==> src/shared/dpps_pkg.sv <==
// Constants and carrier types for the display power sequencing host.
// Assumes a 200 MHz mclk; all timing counts derive from that rate.
// How it works
// - Monitor holds reset low until all ready
// - Reset stays low at least 5 ms
// - Fast-park request high before reset release
// - Keep projector-on until attention low
// - No I2C or DSI before attention low
// - Projector-on high turns chipset on, low off
// - End I2C before dropping projector-on
// - Clock runs 20 ms after projector-on low
// - Reset held high until normal park done
// - Reset asserted only after park; attention released
// - Clock and reset hold 32 us after fast-park
// - Fast-park at least 32 us before supply loss
// - Fast park only when power loss imminent
package dpps_pkg;
   localparam int unsigned CLK_MHZ         = 200;
   localparam int unsigned RESET_HOLD_US   = 5000;
   localparam int unsigned NORMAL_PARK_US  = 20000;
   localparam int unsigned FAST_PARK_US    = 32;
   localparam int unsigned RESET_HOLD_CYC  = RESET_HOLD_US * CLK_MHZ;
   localparam int unsigned NORMAL_PARK_CYC = NORMAL_PARK_US * CLK_MHZ;
   localparam int unsigned FAST_PARK_CYC   = FAST_PARK_US * CLK_MHZ;
   localparam int unsigned CNT_W           = 24;

   typedef enum logic [2:0] {
      DPPS_OFF,
      DPPS_RESET,
      DPPS_INIT,
      DPPS_READY,
      DPPS_NPARK,
      DPPS_FPARK,
      DPPS_FAULT
   } dpps_state_t;

   // Pins driven toward the device
   typedef struct packed {
      logic systemResetLow;
      logic fastParkRequestLow;
      logic projectorOnRequest;
   } dpps_pins_t;

   // Status toward the host user logic
   typedef struct packed {
      logic ready;
      logic busAllowed;
      logic parking;
      logic off;
      logic initFault;
   } dpps_stat_t;
endpackage : dpps_pkg

==> src/rtl/dpps_timer.sv <==
// Down-counting delay timer for the sequencer.
// Assumes load and enable come from mclk logic.
`timescale 1ns/10ps
module dpps_timer
(
   // Clock and reset
   input  wire logic                      mclk,
   input  wire logic                      rst,
   input  wire logic                      clkEn,
   // Control
   input  wire logic                      load,
   input  wire logic [dpps_pkg::CNT_W-1:0] loadValue,
   // Status
   output logic                           expired
);
   import dpps_pkg::*;

   typedef struct packed {
      logic [CNT_W-1:0] count;
   } dpps_tmr_t;

   dpps_tmr_t tmr_q;
   dpps_tmr_t tmr_d;

   always_comb
   begin
      tmr_d = tmr_q;
      if (load)
         tmr_d.count = loadValue;
      else if (tmr_q.count != '0)
         tmr_d.count = tmr_q.count - 24'h000001;
   end

   always_ff @(posedge mclk)
   begin
      if (rst)
         tmr_q <= '0;
      else if (clkEn)
         tmr_q <= tmr_d;
   end

   assign expired = (tmr_q.count == '0) && !load;
endmodule : dpps_timer

==> src/rtl/dpps_host_seq.sv <==
// Host-side power sequencer for the display controller.
// Assumes the device's attention line arrives asynchronously on a pin.
`timescale 1ns/10ps
module dpps_host_seq
#(
   // Delay counts in mclk cycles; defaults are the hardware figures
   parameter int unsigned HOLD_CYC  = dpps_pkg::RESET_HOLD_CYC,
   parameter int unsigned NPARK_CYC = dpps_pkg::NORMAL_PARK_CYC,
   parameter int unsigned FPARK_CYC = dpps_pkg::FAST_PARK_CYC
)
(
   // Clock and reset
   input  wire logic                mclk,
   input  wire logic                rst,
   input  wire logic                clkEn,
   // User requests
   input  wire logic                powerOnReq,
   input  wire logic                powerLossWarn,
   input  wire logic                i2cBusy,
   // Device pins
   input  wire logic                hostAttention,
   output dpps_pkg::dpps_pins_t     pins,
   // Status
   output dpps_pkg::dpps_stat_t     status
);
   import dpps_pkg::*;

   typedef struct packed {
      dpps_state_t  state;
      logic         attnMeta;
      logic         attnSync;
      logic         seenHigh;
      dpps_pins_t   pins;
      dpps_stat_t   stat;
   } dpps_seq_t;

   dpps_seq_t seq_q;
   dpps_seq_t seq_d;

   logic             tmrLoad;
   logic [CNT_W-1:0] tmrValue;
   logic             tmrDone;

   dpps_timer u_timer
   (
      .mclk      (mclk),
      .rst       (rst),
      .clkEn     (clkEn),
      .load      (tmrLoad),
      .loadValue (tmrValue),
      .expired   (tmrDone)
   );

   // ----------------------------------------------------------
   // Sequencer
   // ----------------------------------------------------------
   always_comb
   begin
      seq_d          = seq_q;
      tmrLoad        = 1'b0;
      tmrValue       = '0;
      seq_d.attnMeta = hostAttention;
      seq_d.attnSync = seq_q.attnMeta;
      case (seq_q.state)
         DPPS_OFF:
         begin
            seq_d.pins = '{systemResetLow: 1'b0,
                           fastParkRequestLow: 1'b1,
                           projectorOnRequest: 1'b0};
            if (powerOnReq && !powerLossWarn)
            begin
               // Projector-on high, then hold reset low for 5 ms
               seq_d.pins.projectorOnRequest = 1'b1;
               tmrLoad  = 1'b1;
               tmrValue = CNT_W'(HOLD_CYC);
               seq_d.state = DPPS_RESET;
            end
         end
         DPPS_RESET:
         begin
            if (powerLossWarn)
               seq_d.state = DPPS_OFF;
            else if (tmrDone && seq_q.pins.fastParkRequestLow)
            begin
               seq_d.pins.systemResetLow = 1'b1;
               seq_d.seenHigh = 1'b0;
               seq_d.state = DPPS_INIT;
            end
         end
         DPPS_INIT:
         begin
            // Projector-on stays high until attention falls or a power-loss warning arrives
            if (seq_q.attnSync)
               seq_d.seenHigh = 1'b1;
            if (powerLossWarn)
            begin
               seq_d.pins.fastParkRequestLow = 1'b0;
               tmrLoad  = 1'b1;
               tmrValue = CNT_W'(FPARK_CYC);
               seq_d.state = DPPS_FPARK;
            end
            else if (seq_q.seenHigh && !seq_q.attnSync)
            begin
               seq_d.stat.ready      = 1'b1;
               seq_d.stat.busAllowed = 1'b1;
               seq_d.state = DPPS_READY;
            end
         end
         DPPS_READY:
         begin
            if (powerLossWarn)
            begin
               // Warning acts at once, ahead of supply loss
               seq_d.pins.fastParkRequestLow = 1'b0;
               seq_d.stat.busAllowed = 1'b0;
               tmrLoad  = 1'b1;
               tmrValue = CNT_W'(FPARK_CYC);
               seq_d.stat.parking = 1'b1;
               seq_d.state = DPPS_FPARK;
            end
            else if (!powerOnReq)
               seq_d.stat.busAllowed = 1'b0;
            if (!powerOnReq && !powerLossWarn && !i2cBusy)
            begin
               seq_d.pins.projectorOnRequest = 1'b0;
               tmrLoad  = 1'b1;
               tmrValue = CNT_W'(NPARK_CYC);
               seq_d.stat.ready   = 1'b0;
               seq_d.stat.parking = 1'b1;
               seq_d.state = DPPS_NPARK;
            end
         end
         DPPS_NPARK:
         begin
            if (powerLossWarn)
            begin
               seq_d.pins.fastParkRequestLow = 1'b0;
               tmrLoad  = 1'b1;
               tmrValue = CNT_W'(FPARK_CYC);
               seq_d.state = DPPS_FPARK;
            end
            else if (tmrDone)
            begin
               seq_d.pins.systemResetLow = 1'b0;
               seq_d.stat.parking = 1'b0;
               seq_d.stat.off     = 1'b1;
               seq_d.state = DPPS_OFF;
            end
         end
         DPPS_FPARK:
         begin
            seq_d.pins.projectorOnRequest = 1'b0;
            seq_d.stat.ready      = 1'b0;
            seq_d.stat.busAllowed = 1'b0;
            if (tmrDone)
            begin
               seq_d.pins.systemResetLow = 1'b0;
               seq_d.stat.parking = 1'b0;
               seq_d.stat.off     = 1'b1;
               seq_d.state = DPPS_FAULT;
            end
         end
         DPPS_FAULT:
         begin
            // Wait for warning and power-on request to clear before re-arming
            if (!powerLossWarn && !powerOnReq)
               seq_d.state = DPPS_OFF;
         end
         default:
            seq_d.state = DPPS_OFF;
      endcase
      if (seq_d.state == DPPS_RESET || seq_d.state == DPPS_INIT)
         seq_d.stat.off = 1'b0;
   end

   always_ff @(posedge mclk)
   begin
      if (rst)
      begin
         seq_q       <= '0;
         seq_q.state <= DPPS_OFF;
         seq_q.pins  <= '{systemResetLow: 1'b0,
                          fastParkRequestLow: 1'b1,
                          projectorOnRequest: 1'b0};
         seq_q.stat  <= '{ready: 1'b0, busAllowed: 1'b0, parking: 1'b0,
                          off: 1'b1, initFault: 1'b0};
      end
      else if (clkEn)
         seq_q <= seq_d;
   end

   assign pins   = seq_q.pins;
   assign status = seq_q.stat;

   // ----------------------------------------------------------
   // Checks
   // ----------------------------------------------------------
   release_park_a: assert property (@(posedge mclk) disable iff (rst)
      $rose(pins.systemResetLow) |-> pins.fastParkRequestLow)
      else $error("reset released with fast park low");

   bus_gate_a: assert property (@(posedge mclk) disable iff (rst)
      status.busAllowed |-> !seq_q.attnSync || !seq_q.seenHigh
                            || seq_q.state != DPPS_INIT)
      else $error("bus allowed before init done");

   on_hold_a: assert property (@(posedge mclk) disable iff (rst)
      (seq_q.state == DPPS_INIT) |-> pins.projectorOnRequest)
      else $error("projector-on dropped during init");

   npark_reset_a: assert property (@(posedge mclk) disable iff (rst)
      (seq_q.state == DPPS_NPARK) |-> pins.systemResetLow)
      else $error("reset asserted during normal park");

   fpark_reset_a: assert property (@(posedge mclk) disable iff (rst)
      $fell(pins.fastParkRequestLow) |-> pins.systemResetLow [*8])
      else $error("reset asserted too soon after fast park");

   off_i2c_a: assert property (@(posedge mclk) disable iff (rst)
      $fell(pins.projectorOnRequest) && $past(seq_q.state) == DPPS_READY
      |-> !$past(i2cBusy))
      else $error("projector-on dropped with i2c busy");

   override_a: assert property (@(posedge mclk) disable iff (rst)
      clkEn && seq_q.state == DPPS_NPARK && powerLossWarn
      |=> !pins.fastParkRequestLow)
      else $error("fast park did not override normal park");

   reset_hold_a: assert property (@(posedge mclk) disable iff (rst)
      $rose(pins.projectorOnRequest) |-> !pins.systemResetLow [*8])
      else $error("reset released too early");
endmodule : dpps_host_seq

==> config.mk <==
export PLATFORM = sky130hd
export DESIGN_NAME = dpps_host_seq
export DESIGN_NICKNAME = d
export VERILOG_FILES = /design/src/shared/dpps_pkg.sv /design/src/rtl/dpps_timer.sv /design/src/rtl/dpps_host_seq.sv
export SDC_FILE = /design/constraint.sdc
export NUM_CORES = 1
export LEC_CHECK = 0
export ABC_CLOCK_PERIOD_IN_PS = 3170
export BUFFER_PORTS_ARGS = -buffer_cell sky130_fd_sc_hd__buf_2
export CAP_MARGIN = 20
export CORE_MARGIN = 10
export CORE_UTILIZATION = 30
export DETAILED_ROUTE_END_ITERATION = 10
export SYNTH_ARGS = -nofsm -noshare
export SYNTH_HDL_FRONTEND = slang
export SYNTH_SLANG_ARGS = --single-unit
==> constraint.sdc <==
create_clock -name mclk -period 3.17 [get_ports mclk]
set_input_delay 0.634 -clock mclk [delete_from_list [all_inputs] [get_ports mclk]]
set_output_delay 0.634 -clock mclk [all_outputs]
set_load 0.02 [all_outputs]
==> results of run 1 <==
## layout by cell type (no fill, tap or decap), drive strengths merged, types with 3 or more instances in the layout
master / Yosys / routed
a211oi: 3 / 3
a21oi: 24 / 24
a2bb2oi: 4 / 4
and2: 5 / 5
and3: 3 / 3
buf: 16 / 18
clkbuf: 11 / 7
dfxtp: 37 / 37
inv: 7 / 7
nand2: 18 / 18
nand3: 7 / 7
nand4: 8 / 8
nand4b: 4 / 4
nor2: 45 / 45
nor2b: 4 / 4
nor3: 10 / 10
nor4: 11 / 11
o211ai: 5 / 5
o21ai: 30 / 30
o31ai: 3 / 3
or2: 3 / 3
xor2: 12 / 12
## Yosys cell counts, types with 2 or more instances
master	n
nor2b_1	4
nor3b_1	2
nand3_1	7
and3_1	3
nand4b_1	4
nor2_1	45
nor4b_1	2
a21oi_1	24
ha_1	2
and4_1	2
xor2_1	12
nor3_1	10
buf_1	4
dfxtp_1	37
a2bb2oi_1	4
and2_1	5
a41oi_1	2
buf_2	3
nand4_1	7
nand2_1	17
nor4_1	8
o211ai_1	5
a211oi_1	3
o31ai_1	3
a31oi_1	2
or3_1	2
a22oi_1	2
nor4_4	2
o21ai_0	30
clkbuf_1	11
inv_1	7
a221o_1	2
or2_2	3
buf_4	9
mux2i_1	2
## tightest hold or removal path, stage by stage (launching register included)
cell and delay (ps):
dfxtp_1 330, nand2_1 60, a21oi_1 50
## metrics by stage
step	area [µm²]	setup WS (ps)	util, %
after global routing	2480	562	33.8
after global placement	2380	666	32.4
after CTS	2480	740	33.8
after detailed placement	2380	597	32.4
final	2480	692	33.8
after floorplan	2290	1040	-
## cells by family after synthesis
logic type	after synthesis	synth area share, %
muxes	2	0.874
adders and majority gates	2	1.09
buffers and inverters	34	7.21
other	1	0.164
DFF	37	32.3
and+or+nand+nor	129	30.5
AOI/OAI and AO/OA	85	23.2
xor gates and xnor gates	12	4.59
## flip-flops by register name, summed over array words and instances, names as in the netlist
name           count
u_timer.tmr_q     24
pins               3
seq_d              1
seq_q              5
status             4
## layout make-up
type	count	area [µm²]	area share [%]
timing repair buffer	18	103	4.14
sequential	37	741	29.9
inverter	7	26.3	1.06
tap	99	124	5.00
clock buffer	7	96.3	3.89
clock inverter	1	5.00	0.202
multi-input combinational	231	1380	55.8
## path summary, 6_finish.rpt
| kind | cells past startpoint | to | slack (ps) |
|---|---|---|---|
| setup / recovery | 6 | status[1] | 690 |
| hold / removal | 2 | u_timer.tmr_q[1] | 470 |
| setup reg to reg | 6 | status[1] | 690 |
| hold reg to reg | 2 | u_timer.tmr_q[1] | 470 |
## layer usage
layer,vias up,wire (µm)
met3,7,247
met1,1026,2820
met4,0,77
met5,-,0
li1,1085,-
met2,55,2530
## power breakdown
group	total, W	internal [W]	switching, W
sequential	0.000786	0.000610	0.000176
combinational	0.00142	0.000579	0.000840
clock	0.000369	0.000197	0.000172
total	0.00257	0.00139	0.00119
==> metrics.yaml, run 1 <==
floorplan:
  fp-row-count: 31
  fp.dieW_um: 107
  die_y_um: 107
  coreArea_um2: 7330
  die_area_um2: 11500
  ios: 15
  initial_core_util_pct: 31.2
synth:
  synth_cells: 302
  synth_area_leaders: "dfxtp_1 32%, nor2_1 7.4%, o21ai_0 6.6%, a21oi_1 5.2%, xor2_1 4.6%"
  synth.cell_area_um2: 2290
  ys_ff_latch: 37
  async_reset_ff_share_pct: 0
  synth_top_area_share_pct: 32.3
  synth_area_leader_cell: "dfxtp_1"
  yosysWarningCount: 0
  synthFlopType: "dfxtp_1"
  yosysSeqAreaShare_pct: 32.3
  synth_fp_nets: 311
  synthDistinctLibCells: 50
  synth-edff-count: 0
  syn_avg_cell_area_um2: 7.58
final_layout:
  n_fill_cell: 792
  nNetsFinal: 309
  final_cells: 400
  antenna_cells: 0
  drive_above_1_share_pct: 11.6
  synthToLayoutAreaGrowth_pct: 8.25
route:
  drtIter0Drc: 281
  firstDrtPassIters: 5
  vias: 2173
  wl_mm: 5.67
  drc: 0
  avgViaCountPerCell: 5.43
  avgRoutedWirePerCell_um: 14.2
  ant_nets: 0
sta:
  fin_setup_tns_ps: 0
  setup_viol: 0
  rsz0062_at_grt: "false"
  final_hold_viol_count: 0
  period_share_pct: 78.2
  relSlewSlack_pct: 55.2
  drv_slew: 0
  skew_ps: 4.99
  hold_ws_ps: 474
  worst_slew_pin_slew_ps: 666
  max_freq_mhz: 404
  period_needed_ps: 2480
clocking:
  cts_tree: "yes"
  path_clk_slew_ps: 80
  cts_setup_buffers: 0
  cts-htree-levels: 2
  clockBufferDepth: 2
  root_buffer: "clkbuf_8"
  cts_resized: 0
  postCtsHoldBufs: 0
  cts.sink_count: 37
  insertion_delay_ps: 290
  numCtsBuffers: 5
hold_path:
  min_from: "u_timer.tmr_q[1]"
  hold_class: "reg2reg"
global_route:
  grt_pass1_vias: 1980
  top_usage_layer: "met2"
  grtUsageTotal_pct: 10.1
  grt_use_met2_pct: 14.9
  grt_max_degree: 37
  use_met3_pct: 1.98
  grt_util_met1_pct: 13.9
  grt_pass1_wl_mm: 9.65
  antenna_found_initial: 0
  overflow: 0
outcome:
  status: "complete, no violations"
flow_run:
  cap_violations: 0
power_and_ir_drop:
  p_leak_nw: 0.920
  p_total_w: 0.00257
  vdd_drop_max_v: 0.000266
  power.density_nw_per_um2: 1040
critical_path:
  cpMaxStageDelayCell: "o41a_1"
  path_class: "reg2reg"
  worstPathRequired_ps: 3390
  critPathCaptureType: "register"
  path_buf_inv: 0
  path_cells: "nor4_1 > and4_1 > nand4_2 > o41a_1 > xor2_1 > a31oi_1"
  crit_start: "u_timer.tmr_q[19]"
  critPathTopFamily: "simple AND/OR/NAND/NOR gates"
  critPathMaxFanout: 13
  critPathMaxStageDelay_ps: 540
  crit_path_start_kind: "register"
  cp.arrival_ps: 2700
  r2r-start: "u_timer.tmr_q[19]"
place:
  port_buffers: 13
  dp_cells: 392
  dp_hpwl_mm: 3.90
  gp_congestion: 0.876
No activity file was read; power rests on OpenSTA's default activity.
==> inputs of run 2 (changes only) <==
--- a/config.mk
+++ b/config.mk
@@ -5,7 +5,7 @@
 export SDC_FILE = /design/constraint.sdc
 export NUM_CORES = 1
 export LEC_CHECK = 0
-export ABC_CLOCK_PERIOD_IN_PS = 3170
+export ABC_CLOCK_PERIOD_IN_PS = 2040
 export BUFFER_PORTS_ARGS = -buffer_cell sky130_fd_sc_hd__buf_2
 export CAP_MARGIN = 20
 export CORE_MARGIN = 10
==> constraint.sdc (replaced) <==
create_clock -name mclk -period 2.04 [get_ports mclk]
set_input_delay 0.408 -clock mclk [delete_from_list [all_inputs] [get_ports mclk]]
set_output_delay 0.408 -clock mclk [all_outputs]
set_load 0.02 [all_outputs]
==> run 2 against run 1 <==
Effect of this change:
- non-clock buffer count increased by 31
- critical path type unchanged
- sequential power increased by 53%
- combinational power increased by 100%
- total power increased by 88%
- utilization increased by 4.6 points
- clock skew increased by 5.4 ps
- clock power increased by 110%
- hold slack got worse by 110 ps
- fmax increased by 30%
- cell count increased by 7.8%
- cell area increased by 14%
- largest power group unchanged
- critical path depth increased by 1
==> metrics.yaml, run 2 (same netlist as run 1, synthesis figures left out) <==
outcome:
  status: "complete, no violations"
hold_path:
  holdPathStages: 3
  min_from: "hostAttention"
  worst_hold_path.endpoint: "seq_d[9]"
  hold_class: "in2reg"
clocking:
  root_buffer: "clkbuf_8"
  numCtsBuffers: 5
  path_clk_slew_ps: 80
  postCtsHoldBufs: 0
  cts_tree: "yes"
  cts-htree-levels: 2
  insertion_delay_ps: 300
  cts.sink_count: 37
  clockBufferDepth: 2
final_layout:
  largest_reg_flops: 24
  n_fill_cell: 745
  final_cell_area_um2: 2810
  layout_common_cells: "44 x nor2_1, 36 x dfxtp_1, 34 x buf_4"
  multi_input_area_um2: 1440
  drive_above_1_share_pct: 22.0
  regArea_um2: 742
  top_register: "u_timer.tmr_q"
  fin_util_pct: 38.4
  synthToLayoutAreaGrowth_pct: 22.9
  final_common_cell: "nor2_1"
  antenna_cells: 0
  nNetsFinal: 340
sta:
  period_share_pct: 93.3
  final_hold_viol_count: 0
  relSlewSlack_pct: 65.5
  setup_viol: 0
  worst_slew_pin_slew_ps: 518
  drv_slew: 0
  max_freq_mhz: 525
  skew_ps: 10.4
  period_needed_ps: 1900
  setup_slack_ps: 137
place:
  dp_hpwl_mm: 4.32
  placed_area_um2: 2610
  place_ws_ps: -56.5
  gp_congestion: 0.871
  port_buffers: 13
power_and_ir_drop:
  vdd_drop_max_v: 0.000512
  p_leak_nw: 1.09
  power.density_nw_per_um2: 1720
  p_total_w: 0.00483
route:
  ant_nets: 0
  firstDrtPassIters: 4
  wl_mm: 6.08
  drtIter0Drc: 184
  drc: 0
  avgViaCountPerCell: 5.26
  avgRoutedWirePerCell_um: 14.1
  vias: 2269
critical_path:
  reg2reg_depth: 7
  critPathCaptureType: "register"
  critPathMaxFanout: 4
  crit_path_start_kind: "register"
  cp.arrival_ps: 2130
  worstPathRequired_ps: 2270
  path_class: "reg2reg"
  reg2reg_to: "status[1]"
  r2r-start: "u_timer.tmr_q[22]"
  reg2reg_slack_ps: 140
global_route:
  grt_max_degree: 28
  grt_pass1_vias: 2042
  grt_pass1_wl_mm: 10.2
  overflow: 0
  antenna_found_initial: 0
  grtUsageTotal_pct: 10.7
floorplan:
  coreArea_um2: 7330
  die_y_um: 107
  initial_core_util_pct: 31.2
  fp.dieW_um: 107
  ios: 15
  die_area_um2: 11500
  fp-row-count: 31
flow_run:
  cap_violations: 0
==> run 2: metal layers <==
metal / track usage, % / vias to the layer above / share of wire [%]
met1: 15.4 / 1064 / 51
li1: - / 1152 / -
met5: 0 / - / 0
met2: 15.3 / 47 / 44
met3: 2.16 / 6 / 3.9
met4: 3.72 / 0 / 1.2
==> run 2: worst max-delay path by stage <==
| stage | start | to | slack [ps] | cells after the start |
|---|---|---|---|---|
| 3_3_place_gp | powerLossWarn | u_timer.tmr_q[1] | -60 | 8 |
| 2_1_floorplan | u_timer.tmr_q[2] | seq_q[8] | 80 | 7 |
| 4_1_cts | u_timer.tmr_q[20] | u_timer.tmr_q[16] | 10 | 8 |
| 5_1_grt | u_timer.tmr_q[22] | u_timer.tmr_q[5] | -30 | 9 |
| 3_5_place_dp | u_timer.tmr_q[20] | u_timer.tmr_q[9] | -60 | 8 |
| 6_report | u_timer.tmr_q[22] | status[1] | 140 | 7 |
==> run 2: where the power goes <==
| group | total [W] | switching (W) | internal, W |
|---|---|---|---|
| logic | 0.00288 | 0.00150 | 0.00138 |
| clock network | 0.000758 | 0.000272 | 0.000486 |
| registers | 0.00120 | 0.000245 | 0.000950 |
==> run 2: area by class of cell <==
| class | instances | share of cell area, % |
|---|---|---|
| Timing Repair Buffer | 49 | 12.5 |
| Sequential cell | 37 | 26.4 |
| Clock inverter | 3 | 2.31 |
| Inverter | 7 | 0.934 |
| Clock buffer | 5 | 2.45 |
| Tap cell | 99 | 4.40 |
| Multi-Input combinational cell | 231 | 51.0 |
==> run 2: worst max-delay path: stages (launching register included) <==
cell,delay [ps]
dfxtp_1,350
nor4_4,260
buf_4,150
and4_4,220
nand4_4,140
o41a_1,380
xor2_1,160
a31oi_1,170
==> run 2: stage by stage <==
stage	hold WS, ps	TNS (ps)	instances
after floorplan	444	0	302
after global placement	463	-84.6	421
after detailed placement	464	-565	421
after CTS	366	0	429
after global routing	415	-104	431
final	362	0	431
==> run 2: timing repair <==
action | in CTS | in global routing
buffers inserted | 0 | 2
resized for setup | 3 | 10
cloned | 0 | 0
pin swaps | 1 | 2
endpoints found under the setup margin | 25 | 27
